$ cat config.mk
export PLATFORM = sky130hd
export DESIGN_NAME = gdram_port
export DESIGN_NICKNAME = d
export VERILOG_FILES = /design/src/rtl/gdram_pkg.sv /design/src/rtl/gdram_decode.sv /design/src/rtl/gdram_port.sv /design/src/rtl/gdram_sync.sv
export VERILOG_INCLUDE_DIRS = /design/src /design/src/rtl
export SDC_FILE = /design/constraint.sdc
export NUM_CORES = 1
export LEC_CHECK = 0
export BUFFER_PORTS_ARGS = -buffer_cell sky130_fd_sc_hd__buf_2
export CAP_MARGIN = 10
export CORE_UTILIZATION = 25
export CTS_BUF_LIST = sky130_fd_sc_hd__clkbuf_8
export DETAILED_ROUTE_END_ITERATION = 8
export PLACE_DENSITY = 0.44
export SLEW_MARGIN = 20
export SYNTH_ARGS = -nofsm -noshare
export SYNTH_HDL_FRONTEND = slang
export SYNTH_SLANG_ARGS = --single-unit
export TNS_END_PERCENT = 20
$ cat constraint.sdc
create_clock -name mclk_in -period 2.3 [get_ports mclk_in]
set_input_delay 0.345 -clock mclk_in [delete_from_list [all_inputs] [get_ports mclk_in]]
set_output_delay 0.345 -clock mclk_in [all_outputs]
set_load 0.01 [all_outputs]
$ cat src/rtl/gdram_cfg.svh
// Purpose: named constants for the graphics dram command/address port
// Assumes: single 10 MHz clock, synchronous active-low reset
// Notes:   definitions only
`ifndef GDRAM_CFG_SVH
`define GDRAM_CFG_SVH
// ====================================================
// geometry
`define BANK_COUNT        4
`define BANK_BITS         2
`define ROW_BITS          12
`define COL_BITS          9
`define WORDS_PER_BANK    2097152
`define DATA_BITS         32
`define MASK_BITS         4
`define MODE_BITS         12
// ====================================================
// address field positions
`define SCOPE_BIT         8
`define COL_LOW_MSB       7
`define COL_HIGH_BIT      9
// ====================================================
// command codes {cs_n, ras_n, cas_n, we_n}
`define CODE_MODE_SET     4'h0
`define CODE_REFRESH      4'h1
`define CODE_PRECHARGE    4'h2
`define CODE_ACTIVATE     4'h3
`define CODE_WRITE        4'h4
`define CODE_READ         4'h5
`define CODE_NOP          4'h7
// ====================================================
// reset values
`define ROW_RESET         12'h000
`define MODE_RESET        12'h000
`endif

$ cat src/rtl/gdram_pkg.sv
// Purpose: shared types for the graphics dram command/address port
// Assumes: constants come from gdram_cfg.svh
// Notes:   types only
package gdram_pkg;
   // ====================================================
   // decoded command
   typedef enum logic [2:0] {
      cmd_none, cmd_mode_set, cmd_refresh, cmd_precharge,
      cmd_activate, cmd_write, cmd_read
   } cmd_t;
   // ====================================================
   // clock-enable power state
   typedef enum logic [1:0] {
      pwr_active, pwr_precharge_down, pwr_active_down, pwr_self_refresh
   } pwr_t;
endpackage : gdram_pkg

$ cat src/rtl/gdram_decode.sv
// Purpose: command decode from chip-select and strobes
// Assumes: strobe inputs already synchronised and swapped for mirror
// Notes:   purely combinational
`timescale 1ns/1ps
`include "gdram_cfg.svh"
module gdram_decode
   import gdram_pkg::*;
(
   // strobes, active low
   input  wire logic cs_n_in,
   input  wire logic ras_n_in,
   input  wire logic cas_n_in,
   input  wire logic we_n_in,
   // decoded command
   output cmd_t      cmd_out
);
   logic [3:0] code;
   // ====================================================
   // chip-select forms part of the code
   assign code = {cs_n_in, ras_n_in, cas_n_in, we_n_in};
   always_comb begin
      if (cs_n_in) cmd_out = cmd_none;
      else begin
         case (code)
            `CODE_MODE_SET:  cmd_out = cmd_mode_set;
            `CODE_REFRESH:   cmd_out = cmd_refresh;
            `CODE_PRECHARGE: cmd_out = cmd_precharge;
            `CODE_ACTIVATE:  cmd_out = cmd_activate;
            `CODE_WRITE:     cmd_out = cmd_write;
            `CODE_READ:      cmd_out = cmd_read;
            default:         cmd_out = cmd_none;
         endcase
      end
   end
endmodule : gdram_decode

$ cat src/rtl/gdram_port.sv
// Purpose: command, address and control port of a four-bank graphics dram
// Assumes: controller drives pins; pins pass two flops first
// Notes:   one system clock; link clock pair arrives as sampled levels
//
// Functional notes
// - commands sampled at rising true clock only
// - read data on both clock crossings
// - clock enable gates clocks, buffers, drivers
// - cke low: precharge/self or active power-down
// - cke synchronous except self-refresh exit
// - power-down/self-refresh disable other input buffers
// - chip-select high masks every command
// - command from chip-select and three strobes
// - masked write bytes discarded on both edges
// - bank select picks one of four banks
// - scope bit chooses one or all banks
// - 12-bit row; column bits 0-7,9; bit8 auto precharge
// - mode set takes opcode from address
// - four banks of 2097152 32-bit words
// - mirror swaps row-strobe ball to reserved input
`timescale 1ns/1ps
`include "gdram_cfg.svh"
module gdram_port
   import gdram_pkg::*;
#(
   parameter int ROW_W  = `ROW_BITS,
   parameter int DATA_W = `DATA_BITS,
   parameter int MASK_W = `MASK_BITS
) (
   // system clock and reset
   input  wire logic                 mclk_in,
   input  wire logic                 resetn_in,
   // differential link clock, sampled
   input  wire logic                 ck_in,
   input  wire logic                 ck_n_in,
   input  wire logic                 cke_in,
   // command strobes, active low
   input  wire logic                 cs_n_in,
   input  wire logic                 ras_n_in,
   input  wire logic                 cas_n_in,
   input  wire logic                 we_n_in,
   input  wire logic                 mirror_reserved_input_in,
   input  wire logic                 mirror_select_in,
   // address
   input  wire logic [1:0]           bank_select_in,
   input  wire logic [ROW_W-1:0]     addr_in,
   // write data
   input  wire logic [DATA_W-1:0]    wdata_in,
   input  wire logic [MASK_W-1:0]    write_byte_mask_in,
   input  wire logic                 wdata_valid_in,
   // read data from array
   input  wire logic [DATA_W-1:0]    rdata_in,
   input  wire logic                 rdata_valid_in,
   // decoded command outputs
   output cmd_t                      cmd_out,
   output logic [1:0]                bank_out,
   output logic                      all_banks_out,
   output logic [ROW_W-1:0]          row_address_bits_out,
   output logic [`COL_BITS-1:0]      column_address_bits_out,
   output logic                      auto_precharge_out,
   output logic [`MODE_BITS-1:0]     mode_opcode_out,
   // write path
   output logic [DATA_W-1:0]         wdata_out,
   output logic [MASK_W-1:0]         wbyte_en_out,
   // read path
   output logic [DATA_W-1:0]         rdata_out,
   output logic                      rdata_drive_out,
   // status
   output pwr_t                      pwr_state_out,
   output logic [`BANK_COUNT-1:0]    bank_open_out,
   output logic                      buffers_on_out
);
   // ====================================================
   // pin synchronisers
   localparam int SYNC_W = 12 + ROW_W + DATA_W + MASK_W;
   logic [SYNC_W-1:0] pins_raw, pins_s;
   assign pins_raw = {ck_in, ck_n_in, cke_in, cs_n_in, ras_n_in, cas_n_in, we_n_in,
                      mirror_reserved_input_in, mirror_select_in, bank_select_in,
                      wdata_valid_in, addr_in, wdata_in, write_byte_mask_in};
   gdram_sync #(.WIDTH(SYNC_W)) u_sync (
      .mclk_in   (mclk_in),
      .resetn_in (resetn_in),
      .async_in  (pins_raw),
      .sync_out  (pins_s)
   );
   logic ck_s, ck_n_s, cke_s, cs_s, ras_s, cas_s, we_s, rsv_s, mir_s, wv_s;
   logic [1:0]        ba_s;
   logic [ROW_W-1:0]  a_s;
   logic [DATA_W-1:0] wd_s;
   logic [MASK_W-1:0] dm_s;
   assign {ck_s, ck_n_s, cke_s, cs_s, ras_s, cas_s, we_s, rsv_s, mir_s, ba_s,
           wv_s, a_s, wd_s, dm_s} = pins_s;

   // ====================================================
   // link clock crossings and edge detect
   // ck_prev resets low, matching the parked link clock, so no false rise follows reset
   logic ck_prev;
   wire  rise_x = ck_s & ~ck_n_s & ~ck_prev;
   wire  fall_x = ~ck_s & ck_n_s & ck_prev;
   wire  any_x  = rise_x | fall_x;

   // ====================================================
   // mirror remap: row strobe moves to the other ball
   // the unused ball is never read, so a floating level there is harmless
   wire  ras_eff = mir_s ? rsv_s : ras_s;

   // ====================================================
   // power state and buffer gating
   pwr_t pwr, next_pwr;
   wire  cmd_buf_on = (pwr == pwr_active);
   wire  ck_buf_on  = (pwr != pwr_self_refresh);
   wire  cmd_edge   = rise_x & cmd_buf_on & cke_s;

   cmd_t cmd_dec;
   gdram_decode u_dec (
      .cs_n_in  (cs_s),
      .ras_n_in (ras_eff),
      .cas_n_in (cas_s),
      .we_n_in  (we_s),
      .cmd_out  (cmd_dec)
   );
   // refresh code seen with cke low requests self-refresh
   wire  is_rfsh_hold = (cmd_dec == cmd_refresh) & ~cs_s;

   logic [`BANK_COUNT-1:0] open_banks;
   wire  any_open    = |open_banks;
   wire  is_pre      = cmd_edge & (cmd_dec == cmd_precharge);
   wire  scope_all   = a_s[`SCOPE_BIT];
   wire  is_act      = cmd_edge & (cmd_dec == cmd_activate);
   wire  is_rfsh     = cmd_edge & (cmd_dec == cmd_refresh);

   // ====================================================
   // power transitions: entry/exit on rising crossing, self exit async
   always_comb begin
      next_pwr = pwr;
      case (pwr)
         pwr_active: begin
            if (rise_x && !cke_s) begin
               if (any_open) next_pwr = pwr_active_down;
               else if (is_rfsh_hold) next_pwr = pwr_self_refresh;
               else next_pwr = pwr_precharge_down;
            end
         end
         pwr_precharge_down, pwr_active_down: begin
            if (rise_x && cke_s) next_pwr = pwr_active;
         end
         pwr_self_refresh: begin
            if (cke_s) next_pwr = pwr_active;
         end
         default: next_pwr = pwr_active;
      endcase
   end

   // ====================================================
   // bank open tracking
   logic [`BANK_COUNT-1:0] next_open;
   always_comb begin
      next_open = open_banks;
      if (is_act) next_open[ba_s] = 1'b1;
      if (is_pre) begin
         if (scope_all) next_open = '0;
         else next_open[ba_s] = 1'b0;
      end
   end

   // ====================================================
   // state registers
   always_ff @(posedge mclk_in) begin
      if (!resetn_in) begin
         pwr        <= pwr_active;
         open_banks <= '0;
         ck_prev    <= 1'b0;
      end else begin
         pwr        <= next_pwr;
         open_banks <= next_open;
         ck_prev    <= ck_s;
      end
   end

   // ====================================================
   // registered command and address outputs
   always_ff @(posedge mclk_in) begin
      if (!resetn_in) begin
         cmd_out                 <= cmd_none;
         bank_out                <= '0;
         all_banks_out           <= 1'b0;
         row_address_bits_out    <= `ROW_RESET;
         column_address_bits_out <= '0;
         auto_precharge_out      <= 1'b0;
         mode_opcode_out         <= `MODE_RESET;
      end else begin
         cmd_out <= cmd_edge ? cmd_dec : cmd_none;
         if (cmd_edge) begin
            bank_out      <= ba_s;
            all_banks_out <= is_pre & scope_all;
            if (is_act) row_address_bits_out <= a_s;
            if (cmd_dec == cmd_read || cmd_dec == cmd_write) begin
               column_address_bits_out <= {a_s[`COL_HIGH_BIT], a_s[`COL_LOW_MSB:0]};
               auto_precharge_out      <= a_s[`SCOPE_BIT];
            end
            if (cmd_dec == cmd_mode_set) mode_opcode_out <= `MODE_BITS'(a_s);
         end
      end
   end

   // ====================================================
   // write path: mask sampled on both crossings
   // enables last one mclk per beat; the data word is held to save a clear mux
   always_ff @(posedge mclk_in) begin
      if (!resetn_in) begin
         wdata_out    <= '0;
         wbyte_en_out <= '0;
      end else if (any_x && wv_s && cke_s && cmd_buf_on) begin
         wdata_out    <= wd_s;
         wbyte_en_out <= ~dm_s;
      end else begin
         wbyte_en_out <= '0;
      end
   end

   // ====================================================
   // read path: drivers on only with cke high
   always_ff @(posedge mclk_in) begin
      if (!resetn_in) begin
         rdata_out       <= '0;
         rdata_drive_out <= 1'b0;
      end else begin
         rdata_drive_out <= any_x & rdata_valid_in & cke_s;
         if (any_x && rdata_valid_in && cke_s) rdata_out <= rdata_in;
      end
   end

   // ====================================================
   // status outputs
   always_ff @(posedge mclk_in) begin
      if (!resetn_in) begin
         pwr_state_out  <= pwr_active;
         bank_open_out  <= '0;
         buffers_on_out <= 1'b1;
      end else begin
         pwr_state_out  <= next_pwr;
         bank_open_out  <= next_open;
         buffers_on_out <= ck_buf_on & cke_s;
      end
   end

   // ====================================================
   // checks
   a_mask_blocks_cmd: assert property (@(posedge mclk_in) disable iff (!resetn_in)
      (rise_x && cs_s) |=> cmd_out == cmd_none) else $error("cmd not masked");
   a_pre_all_close: assert property (@(posedge mclk_in) disable iff (!resetn_in)
      (is_pre && scope_all) |=> open_banks == '0) else $error("pre all");
   a_pre_one_bank: assert property (@(posedge mclk_in) disable iff (!resetn_in)
      (is_pre && !scope_all) |=> !open_banks[$past(ba_s)]) else $error("pre one");
   a_act_opens: assert property (@(posedge mclk_in) disable iff (!resetn_in)
      is_act |=> open_banks[$past(ba_s)] && row_address_bits_out == $past(a_s)) else $error("act");
   a_active_down: assert property (@(posedge mclk_in) disable iff (!resetn_in)
      (pwr == pwr_active && rise_x && !cke_s && any_open) |=> pwr == pwr_active_down)
      else $error("active pd");
   a_self_exit: assert property (@(posedge mclk_in) disable iff (!resetn_in)
      (pwr == pwr_self_refresh && cke_s) |=> pwr == pwr_active) else $error("self exit");
   a_no_cmd_down: assert property (@(posedge mclk_in) disable iff (!resetn_in)
      (pwr != pwr_active) |=> cmd_out == cmd_none) else $error("cmd in pd");
   a_write_mask: assert property (@(posedge mclk_in) disable iff (!resetn_in)
      (any_x && wv_s && cke_s && cmd_buf_on) |=> wbyte_en_out == ~$past(dm_s)) else $error("mask");
   a_col_split: assert property (@(posedge mclk_in) disable iff (!resetn_in)
      (cmd_edge && cmd_dec == cmd_read) |=> auto_precharge_out == $past(a_s[`SCOPE_BIT]))
      else $error("ap bit");
   a_read_edges: assert property (@(posedge mclk_in) disable iff (!resetn_in)
      rdata_drive_out |-> $past(any_x)) else $error("read edge");
   c_activate: cover property (@(posedge mclk_in) is_act);
   c_pre_all: cover property (@(posedge mclk_in) is_pre && scope_all);
   c_self_refresh: cover property (@(posedge mclk_in) pwr == pwr_self_refresh);
   c_masked_write: cover property (@(posedge mclk_in) any_x && wv_s && |dm_s);
   c_active_down: cover property (@(posedge mclk_in) pwr == pwr_active_down);
   // ====================================================
   // power entry/exit, gating, mirror and field capture
   a_refresh_awake: assert property (@(posedge mclk_in) disable iff (!resetn_in)
      is_rfsh |=> pwr == pwr_active) else $error("refresh left active state");
   a_pre_down_entry: assert property (@(posedge mclk_in) disable iff (!resetn_in)
      (pwr == pwr_active && rise_x && !cke_s && !any_open && !is_rfsh_hold)
      |=> pwr == pwr_precharge_down) else $error("precharge power-down not entered");
   a_self_entry: assert property (@(posedge mclk_in) disable iff (!resetn_in)
      (pwr == pwr_active && rise_x && !cke_s && !any_open && is_rfsh_hold)
      |=> pwr == pwr_self_refresh) else $error("self-refresh not entered");
   a_down_exit: assert property (@(posedge mclk_in) disable iff (!resetn_in)
      (pwr inside {pwr_precharge_down, pwr_active_down} && rise_x && cke_s)
      |=> pwr == pwr_active) else $error("power-down exit missed");
   a_down_holds: assert property (@(posedge mclk_in) disable iff (!resetn_in)
      (pwr inside {pwr_precharge_down, pwr_active_down} && !rise_x)
      |=> pwr == $past(pwr)) else $error("power-down left off a crossing");
   a_no_write_down: assert property (@(posedge mclk_in) disable iff (!resetn_in)
      !cmd_buf_on |=> wbyte_en_out == '0) else $error("write taken while down");
   a_drive_cke: assert property (@(posedge mclk_in) disable iff (!resetn_in)
      rdata_drive_out |-> $past(cke_s)) else $error("read driven with cke low");
   a_mirror_strobe: assert property (@(posedge mclk_in) disable iff (!resetn_in)
      (cmd_edge && mir_s && !cs_s && rsv_s && cas_s && we_s) |=> cmd_out == cmd_none)
      else $error("mirror strobe not remapped");
   a_write_column: assert property (@(posedge mclk_in) disable iff (!resetn_in)
      (cmd_edge && cmd_dec == cmd_write)
      |=> column_address_bits_out == {$past(a_s[`COL_HIGH_BIT]), $past(a_s[`COL_LOW_MSB:0])})
      else $error("write column");
   a_mode_capture: assert property (@(posedge mclk_in) disable iff (!resetn_in)
      (cmd_edge && cmd_dec == cmd_mode_set) |=> mode_opcode_out == $past(a_s))
      else $error("mode opcode");
endmodule : gdram_port

$ cat src/rtl/gdram_sync.sv
// Purpose: two-flop synchroniser for pin inputs
// Assumes: input may change at any time
// Notes:   first flop feeds only the second
`timescale 1ns/1ps
module gdram_sync #(
   parameter int WIDTH = 1
) (
   // clock and reset
   input  wire logic             mclk_in,
   input  wire logic             resetn_in,
   // data
   input  wire logic [WIDTH-1:0] async_in,
   output logic      [WIDTH-1:0] sync_out
);
   logic [WIDTH-1:0] stage1;
   // ====================================================
   // two stages, reset to zero
   always_ff @(posedge mclk_in) begin
      if (!resetn_in) begin
         stage1   <= '0;
         sync_out <= '0;
      end else begin
         stage1   <= async_in;
         sync_out <= stage1;
      end
   end
endmodule : gdram_sync

==> results of run 1 <==
==> cell usage after synthesis, types with 2 or more instances <==
library cell | number | area (um2)
and2_1 | 123 | 769.5
a21boi_0 | 34 | 255.2
dfxtp_1 | 237 | 4745
a21oi_1 | 2 | 10.01
a32oi_1 | 2 | 17.52
nor2_1 | 12 | 45.04
clkbuf_1 | 31 | 116.4
nand2_1 | 98 | 367.9
o211ai_1 | 5 | 37.54
ha_1 | 2 | 25.02
o21ai_0 | 9 | 45.04
buf_6 | 3 | 33.78
mux2i_1 | 66 | 660.6
buf_2 | 5 | 25.02
buf_12 | 3 | 60.06
nand3_1 | 3 | 15.01
nor2b_1 | 59 | 369.1
nand4_1 | 3 | 18.77
inv_1 | 4 | 15.01
==> kinds of logic after synthesis <==
| family | after synthesis | synth area share, % |
|---|---|---|
| mux | 68 | 8.764 |
| flops | 237 | 60.64 |
| fa+ha+maj | 2 | 0.3198 |
| buf+inv | 46 | 3.198 |
| simple gates | 308 | 21.59 |
| compound gates | 59 | 5.486 |
==> routing by layer <==
layer / wire length, um / global-route usage (%)
met2: 7406 / 16.44
met3: 1891 / 4.813
met5: 0 / 0
met1: 8613 / 14.45
met4: 422 / 4.308
==> placed cells by master, fill, tap and decap left out, types with 3 or more instances in the layout <==
cell,Yosys,final
dfxtp_1,237,237
nor2_1,12,12
a21boi_0,34,34
clkbuf_8,0,55
buf_4,0,10
o211ai_1,5,5
nand2_1,98,98
dlygate4sd3_1,0,54
buf_12,3,4
inv_1,4,16
nand4_1,3,3
clkinv_2,0,5
o21ai_0,9,9
and2_1,123,123
buf_2,5,209
nor2b_1,59,59
mux2i_1,66,66
nand3_1,3,3
==> registers in the layout (all words and copies together) (netlist names) <==
name and count:
bank_out 2, rdata_out 32, bank_open_out 4, pwr_state_out 2
mode_opcode_out 12, buffers_on_out 1, u_sync.stage1 60, wdata_out 32
row_address_bits_out 12, column_address_bits_out 9, ck_prev 1, wbyte_en_out 4
u_sync.sync_out 60, auto_precharge_out 1, all_banks_out 1, rdata_drive_out 1
cmd_out 3
==> area by class of cell <==
cell class	instances	area, um2
multi-input combinational	437	2829
sequential	237	4745
tap	396	495.5
fill	3192	19980
timing repair buffer	278	1753
clock buffer	55	757.0
antenna	2	5.005
clock inverter	19	87.58
inverter	4	15.01
==> worst max-delay path, stage by stage (launching register included) <==
cell     delay [ns]
dfxtp_1        0.32
or3b_1         0.61
nor4b_4        0.34
buf_4          0.29
mux2i_1        0.22
nor2b_1        0.06
==> power by group through the flow <==
stage               Sequential [mW]  Clock [mW]  Combinational, mW
detailed placement             4.34           0              0.290
finish                         4.25        3.84              0.353
CTS                            4.25        4.05              0.363
floorplan                      4.33           0              0.162
global route                   4.26        4.24              0.396
global placement               4.34           0              0.289
==> worst max path at each step <==
stage	from	to	slack [ns]
2_1_floorplan	pwr_state_out[0]	mode_opcode_out[0]	0.64
3_3_place_gp	u_sync.sync_out[58]	column_address_bits_out[1]	0.38
3_5_place_dp	u_sync.sync_out[59]	column_address_bits_out[5]	0.33
4_1_cts	u_sync.sync_out[59]	column_address_bits_out[3]	0.31
5_1_grt	u_sync.sync_out[59]	column_address_bits_out[5]	0.21
6_report	u_sync.sync_out[58]	column_address_bits_out[3]	0.35
==> repair_timing <==
action / CTS / global route
endpoints found under the hold margin: 54 / 0
hold buffers: 54 / 0
endpoints found under the setup margin: 0 / 0
==> metrics by stage <==
stage                     setup slack (ns)  power, mW  utilization [%]  hold WS, ns  instance area [um2]
after global placement              0.3774      4.628            30.31       0.3694                 9296
after detailed placement            0.3301      4.629            30.31       0.3746                 9296
after floorplan                     0.6391      4.488                -       0.3682                 7824
final                               0.3458      8.446            34.84      0.04077                10690
after global routing                0.2053      8.894            34.84    0.0008123                10680
after CTS                           0.3137      8.659            34.83     0.002105                10680
==> key figures, run 1 <==
Place
  – Cells after DPL: 1298
  – Detailed placement HPWL: 11940 um
  – RD Place Congestion: roughly 0.73
  – Port bufs: 210

Drt
  – Via count: 5571
  – Antenna-violating nets left: 0
  – DR DRC count: 0
  – Total Wirelength: roughly 18000 um
  – Pre-Repair DR Iteration Count: 4
  – WL/cell: ~13 um
  – Detailed Route Iter0 Violations: 133
  – Via/cell ratio: slightly below 4

Yosys
  – Cells after Synth: 720
  – Flops & latches, synth: ~240
  – Predominant post-synthesis flop cell: dfxtp_1
  – Sequential-to-total area share from yosys stat: between 60% and 70%
  – Async SR Flop Fraction: 0%
  – Count of cell types in the netlist: 38
  – Mapped cell area: between 7000 and 8000 um2
  – Synth warnings: 0
  – Mapped Nets: around 800
  – Post-synth EDFFs: 0
  – Syn_area_per_cell: about 11 um2

Worst setup path
  – Reg2reg path depth: 5
  – CP Data Arrival Time: 2.37 ns
  – Crit-path max FO: 10
  – R2R Path Start: u_sync.sync_out[58]
  – Crit. End Element: flip-flop
  – Crit start category: flip-flop
  – Reg2reg end: column_address_bits_out[3]
  – CP Class: flip-flop to flip-flop
  – Flop-to-flop setup slack: 0.35 ns
  – Critical path required time: 2.72 ns

Clocking
  – Clock buffer depth: 3
  – H-tree lvl count: 2
  – CTS Buf Count: 42
  – CTS tree: done
  – CTS Sinks: roughly 240
  – Clk slew on worst S/H paths: about 0.060 ns
  – Root Driver: clkbuf_8
  – # Post-CTS Setup Buffers: 0
  – Later-pin clock latency in the skew report: ~0.53 ns
  – Post_cts resized: 0

Run status
  – Status: complete, no violations

Power and ir drop
  – Clock Power Share: between 40% and 50%
  – Pwr dens: ~790 nW/um2
  – Sw power: 1.877 mW
  – Worst ir drop on vdd: around 370 uV
  – Sequential power share: 50.3%
  – Sw frac: 22.23%
  – Leakage power: ~4.6 nW
  – Int Pwr: about 6.6 mW
  – Logic gate share of total power: ~4.2%

Hold path
  – Worst hold stages: 2
  – Hold WC Path Type: input pin to flip-flop
  – Hold Path Sink: u_sync.stage1[34]
  – Hold_sp: wdata_in[30]

Global route
  – Total track usage: roughly 11%
  – Initial antenna violation count: 2
  – Largest net degree at the start of global routing: 79
  – Gr ovfl total: 0
  – First-pass GRT wire length: ~28000 um
  – Vias in the first global route: roughly 5400

Floorplanning
  – Row count: between 60 and 70
  – Chip width: ~180 um
  – Boundary pin count: 211
  – Die area: about 32000 um2
  – Core ar.: slightly above 30000 um2
  – Initial Util: between 20% and 30%
  – Die Ht: around 180 um

STA
  – Final Setup Violations: 0
  – Max Freq: 0.5117 GHz
  – Max-slew headroom: slightly above 60%
  – Final hold viol count: 0
  – Setup tns final: 0 ns
  – Fin Clk Skew: roughly 0.015 ns
  – Final slew viol count: 0
  – Post-route minimum period: 1.954 ns
  – Worst-Margin Slew: 0.5711 ns
  – Fin crit share: ~85%
  – RSZ-0062 raised after global routing: false

Finish
  – Final Non-Filler Cells: 1428
  – Final nets: ~1100
  – Share of layout cells above drive strength 1: between 20% and 30%
  – Area growth syn-to-layout: 36.59%

Run
  – Max-Cap Viols: 0
Power figures use the tool's default switching activity.
==> run 2, diff against run 1 <==
--- a/config.mk
+++ b/config.mk
@@ -6,12 +6,13 @@
 export SDC_FILE = /design/constraint.sdc
 export NUM_CORES = 1
 export LEC_CHECK = 0
+export ABC_AREA = 1
 export BUFFER_PORTS_ARGS = -buffer_cell sky130_fd_sc_hd__buf_2
 export CAP_MARGIN = 10
 export CORE_UTILIZATION = 25
 export CTS_BUF_LIST = sky130_fd_sc_hd__clkbuf_8
 export DETAILED_ROUTE_END_ITERATION = 8
-export PLACE_DENSITY = 0.44
+export PLACE_DENSITY = 0.46
 export SLEW_MARGIN = 20
 export SYNTH_ARGS = -nofsm -noshare
 export SYNTH_HDL_FRONTEND = slang
==> constraint.sdc (replaced) <==
create_clock -name mclk_in -period 1.75 [get_ports mclk_in]
set_input_delay 0.2625 -clock mclk_in [delete_from_list [all_inputs] [get_ports mclk_in]]
set_output_delay 0.2625 -clock mclk_in [all_outputs]
set_load 0.01 [all_outputs]
==> key figures, run 2 <==
Run status
  – Status: complete, no violations (unchanged)

STA
  – Setup tns final: 0 ns (unchanged)
  – Post-route minimum period: 1.579 ns (was 1.954 ns)
  – Final slew viol count: 0 (unchanged)
  – Max Freq: 0.6333 GHz (was 0.5117 GHz)
  – Final hold viol count: 0 (unchanged)
  – Fin crit share: 90.23% (was 84.96%)
  – RSZ-0062 raised after global routing: false (unchanged)
  – Max-slew headroom: 68.98% (was 61.92%)
  – Final Setup Violations: 0 (unchanged)
  – Fin Clk Skew: 0.01903 ns (was 0.01511 ns)
  – Worst-Margin Slew: 0.4653 ns (was 0.5711 ns)

Yosys
  – Synth warnings: 0 (unchanged)
  – Ranking of synthesized cells by area: dfxtp_1 (62%), nand2_1 (9.0%), nor2_1 (8.3%), inv_1 (6.8%), o21ai_0 (4.7%) (was dfxtp_1 (61%), and2_1 (9.8%), mux2i_1 (8.4%), nor2b_1 (4.7%), nand2_1 (4.7%))
  – Synth top area share: 61.59% (was 60.64%)
  – Mapped Nets: 1030 (was 817)
  – Post-synth EDFFs: 0 (unchanged)
  – Most frequent cell after synthesis: dfxtp_1 (unchanged)
  – Cells after Synth: 933 (was 720)
  – Sequential-to-total area share from yosys stat: 61.59% (was 60.64%)
  – Predominant post-synthesis flop cell: dfxtp_1 (unchanged)
  – Synth area leader: dfxtp_1 (unchanged)
  – Async SR Flop Fraction: 0% (unchanged)
  – Mapped cell area: 7704 um2 (was 7824 um2)
  – Post-synth top cells: dfxtp_1 (237), nand2_1 (184), nor2_1 (170) (was dfxtp_1 (237), and2_1 (123), nand2_1 (98))
  – Syn_area_per_cell: 8.257 um2 (was 10.87 um2)
  – Flops & latches, synth: 237 (unchanged)
  – Count of cell types in the netlist: 27 (was 38)

Finish
  – Share of layout cells above drive strength 1: 24.46% (was 28.35%)
  – Commonest non-fill, non-tap cell in the layout: dfxtp_1 (unchanged)
  – Top flop regs: u_sync.stage1: 60 flops, u_sync.sync_out: 60 flops (unchanged)
  – # fillers: 3150 (was 3192)
  – Most frequent cells in the layout: dfxtp_1 (237), buf_2 (209), nand2_1 (183) (was dfxtp_1 (237), buf_2 (209), and2_1 (123))
  – Final nets: 1353 (was 1097)
  – Area growth syn-to-layout: 43.14% (was 36.59%)
  – Diode count: 0 (was 2)

Worst setup path
  – Slowest cell on crit path: nor2_4 (was or3b_1)
  – CP top delay family: simple AND/OR/NAND/NOR gates (unchanged)
  – Crit. End Element: flip-flop (unchanged)
  – CP Data Arrival Time: 2.03 ns (was 2.37 ns)
  – CP max stage delay: 0.38 ns (was 0.61 ns)
  – R2R Path Start: pwr_state_out[1] (was u_sync.sync_out[58])
  – Reg2reg end: row_address_bits_out[6] (was column_address_bits_out[3])
  – Crit-path max FO: 16 (was 10)
  – Reg2reg path depth: 8 (was 5)
  – CP cell instances: inv_1 > ha_1 > nand2_2 > clkinv_2 > nand3_2 > nor2_4 > nand2_1 > a21oi_2 (was or3b_1 > nor4b_4 > buf_4 > mux2i_1 > nor2b_1)
  – Crit start category: flip-flop (unchanged)
  – Flop-to-flop setup slack: 0.17 ns (was 0.35 ns)
  – Critical path required time: 2.20 ns (was 2.72 ns)
  – CP Class: flip-flop to flip-flop (unchanged)
  – Crit path buffers/inverters: 2 (was 1)

Clocking
  – Clock buffer depth: 3 (unchanged)
  – CTS Sinks: 237 (unchanged)
  – Later-pin clock latency in the skew report: 0.53 ns (about the same)
  – CTS Buf Count: 43 (was 42)
  – H-tree lvl count: 2 (unchanged)
  – Clk slew on worst S/H paths: 0.06 ns (about the same)
  – CTS tree: done (unchanged)
  – Root Driver: clkbuf_8 (unchanged)

Power and ir drop
  – Pwr dens: 1077 nW/um2 (was 790.3 nW/um2)
  – Leakage power: 5.766 nW (was 4.571 nW)
  – Worst ir drop on vdd: 403.6 uV (was 365.0 uV)
  – Tot Pwr: 11.87 mW (was 8.446 mW)

Floorplanning
  – Die Ht: 177.5 um (was 178.9 um)
  – Die area: 31520 um2 (was 32010 um2)
  – Initial Util: 25.72% (was 25.51%)
  – Row count: 63 (was 64)
  – Core ar.: 29950 um2 (was 30670 um2)
  – Chip width: 177.5 um (was 178.9 um)
  – Boundary pin count: 211 (unchanged)

Drt
  – Detailed Route Iter0 Violations: 198 (was 133)
  – DR DRC count: 0 (unchanged)
  – Via count: 6407 (was 5571)
  – Pre-Repair DR Iteration Count: 4 (unchanged)
  – Antenna-violating nets left: 0 (unchanged)
  – Via/cell ratio: 3.818 (was 3.901)
  – Total Wirelength: 20120 um (was 18330 um)
  – WL/cell: 11.99 um (was 12.84 um)

Hold path
  – Worst hold stages: 4 (was 2)
  – Hold WC Path Type: input pin to flip-flop (unchanged)
  – Hold Path Sink: rdata_drive_out (was u_sync.stage1[34])
  – Hold_sp: rdata_valid_in (was wdata_in[30])

Global route
  – Vias in the first global route: 5993 (was 5355)
  – Total track usage: 12.42% (was 11.23%)
  – First-pass GRT wire length: 30660 um (was 28180 um)
  – Largest net degree at the start of global routing: 76 (was 79)
  – Gr ovfl total: 0 (unchanged)
  – Initial antenna violation count: 0 (was 2)

Run
  – Max-Cap Viols: 0 (unchanged)

Place
  – RD Place Congestion: 0.7635 (was 0.7265)
  – Detailed placement HPWL: 13120 um (was 11940 um)
  – Port bufs: 210 (unchanged)
run 2: routing by layer:
| metal | GRT usage [%] | share of wire (%) | up-vias |
|---|---|---|---|
| met4 | 5.342 | 2.4 | 0 |
| met3 | 2.892 | 6.4 | 39 |
| met1 | 15.26 | 45 | 2737 |
| li1 | - | - | 3443 |
| met2 | 20.65 | 46 | 188 |
| met5 | 0 | 0 | - |
run 2: worst register-to-register path: cells and delay by family (launching register included):
| family | cells | cell delay, ns |
|---|---|---|
| DFF | 1 | 0.31 |
| adders and majority gates | 1 | 0.19 |
| and+or+nand+nor | 4 | 0.71 |
| buffers and inverters | 2 | 0.15 |
| AOI/OAI and AO/OA | 1 | 0.16 |
run 2: cells by family after synthesis:
| kind of cell | synth area share, % |
|---|---|
| compound gates | 7.536 |
| fa+ha+maj | 0.3248 |
| buf+inv | 10.05 |
| simple gates | 20.50 |
| flops | 61.59 |
run 2: how the worst max path moves through the flow:
stage / startpoint / end / slack (ns) / cells past startpoint
after floorplan: pwr_state_out[0] / wdata_out[24] / 0.33 / 8
after global placement: pwr_state_out[1] / wbyte_en_out[3] / 0.04 / 8
after detailed placement: pwr_state_out[1] / column_address_bits_out[5] / 0.005 / 8
after CTS: pwr_state_out[1] / column_address_bits_out[7] / 0.002 / 8
after global routing: pwr_state_out[1] / wdata_out[16] / 0.03 / 8
final: pwr_state_out[1] / row_address_bits_out[6] / 0.17 / 8
run 2: timing repair:
action | CTS | global route
setup endpoints to repair | 0 | 46
setup buffers | 0 | 3
endpoints found under the hold margin | 93 | 0
hold buffers | 93 | 0
resized for setup | 0 | 4
run 2: per-stage QoR:
stage	area, um2	cells	setup WS, ns	hold WS [ns]	util [%]
global route	11030	1678	0.03300	0.2377	36.81
detailed placement	9169	1505	0.005457	0.3725	30.61
finish	11030	1678	0.1709	0.2412	36.81
CTS	11000	1675	0.002486	0.2225	36.71
global placement	9169	1505	0.04455	0.3768	30.61
floorplan	7704	933	0.3293	0.3601	-
run 2: final cells by class:
type | count | area (um2) | share of cell area [%]
clock buffer | 51 | 701.9 | 6.366
clock inverter | 26 | 193.9 | 1.759
inverter | 146 | 555.5 | 5.038
multi-input combinational | 506 | 2187 | 19.83
sequential | 237 | 4745 | 43.03
tap | 390 | 488.0 | 4.425
timing repair buffer | 322 | 2156 | 19.55
run 2: report_power, final:
part	internal (mW)	switching, mW	total (mW)
Clock	3.10	2.25	5.35
Sequential	5.56	0.0634	5.63
Combinational	0.443	0.456	0.899
Total	9.10	2.77	11.9
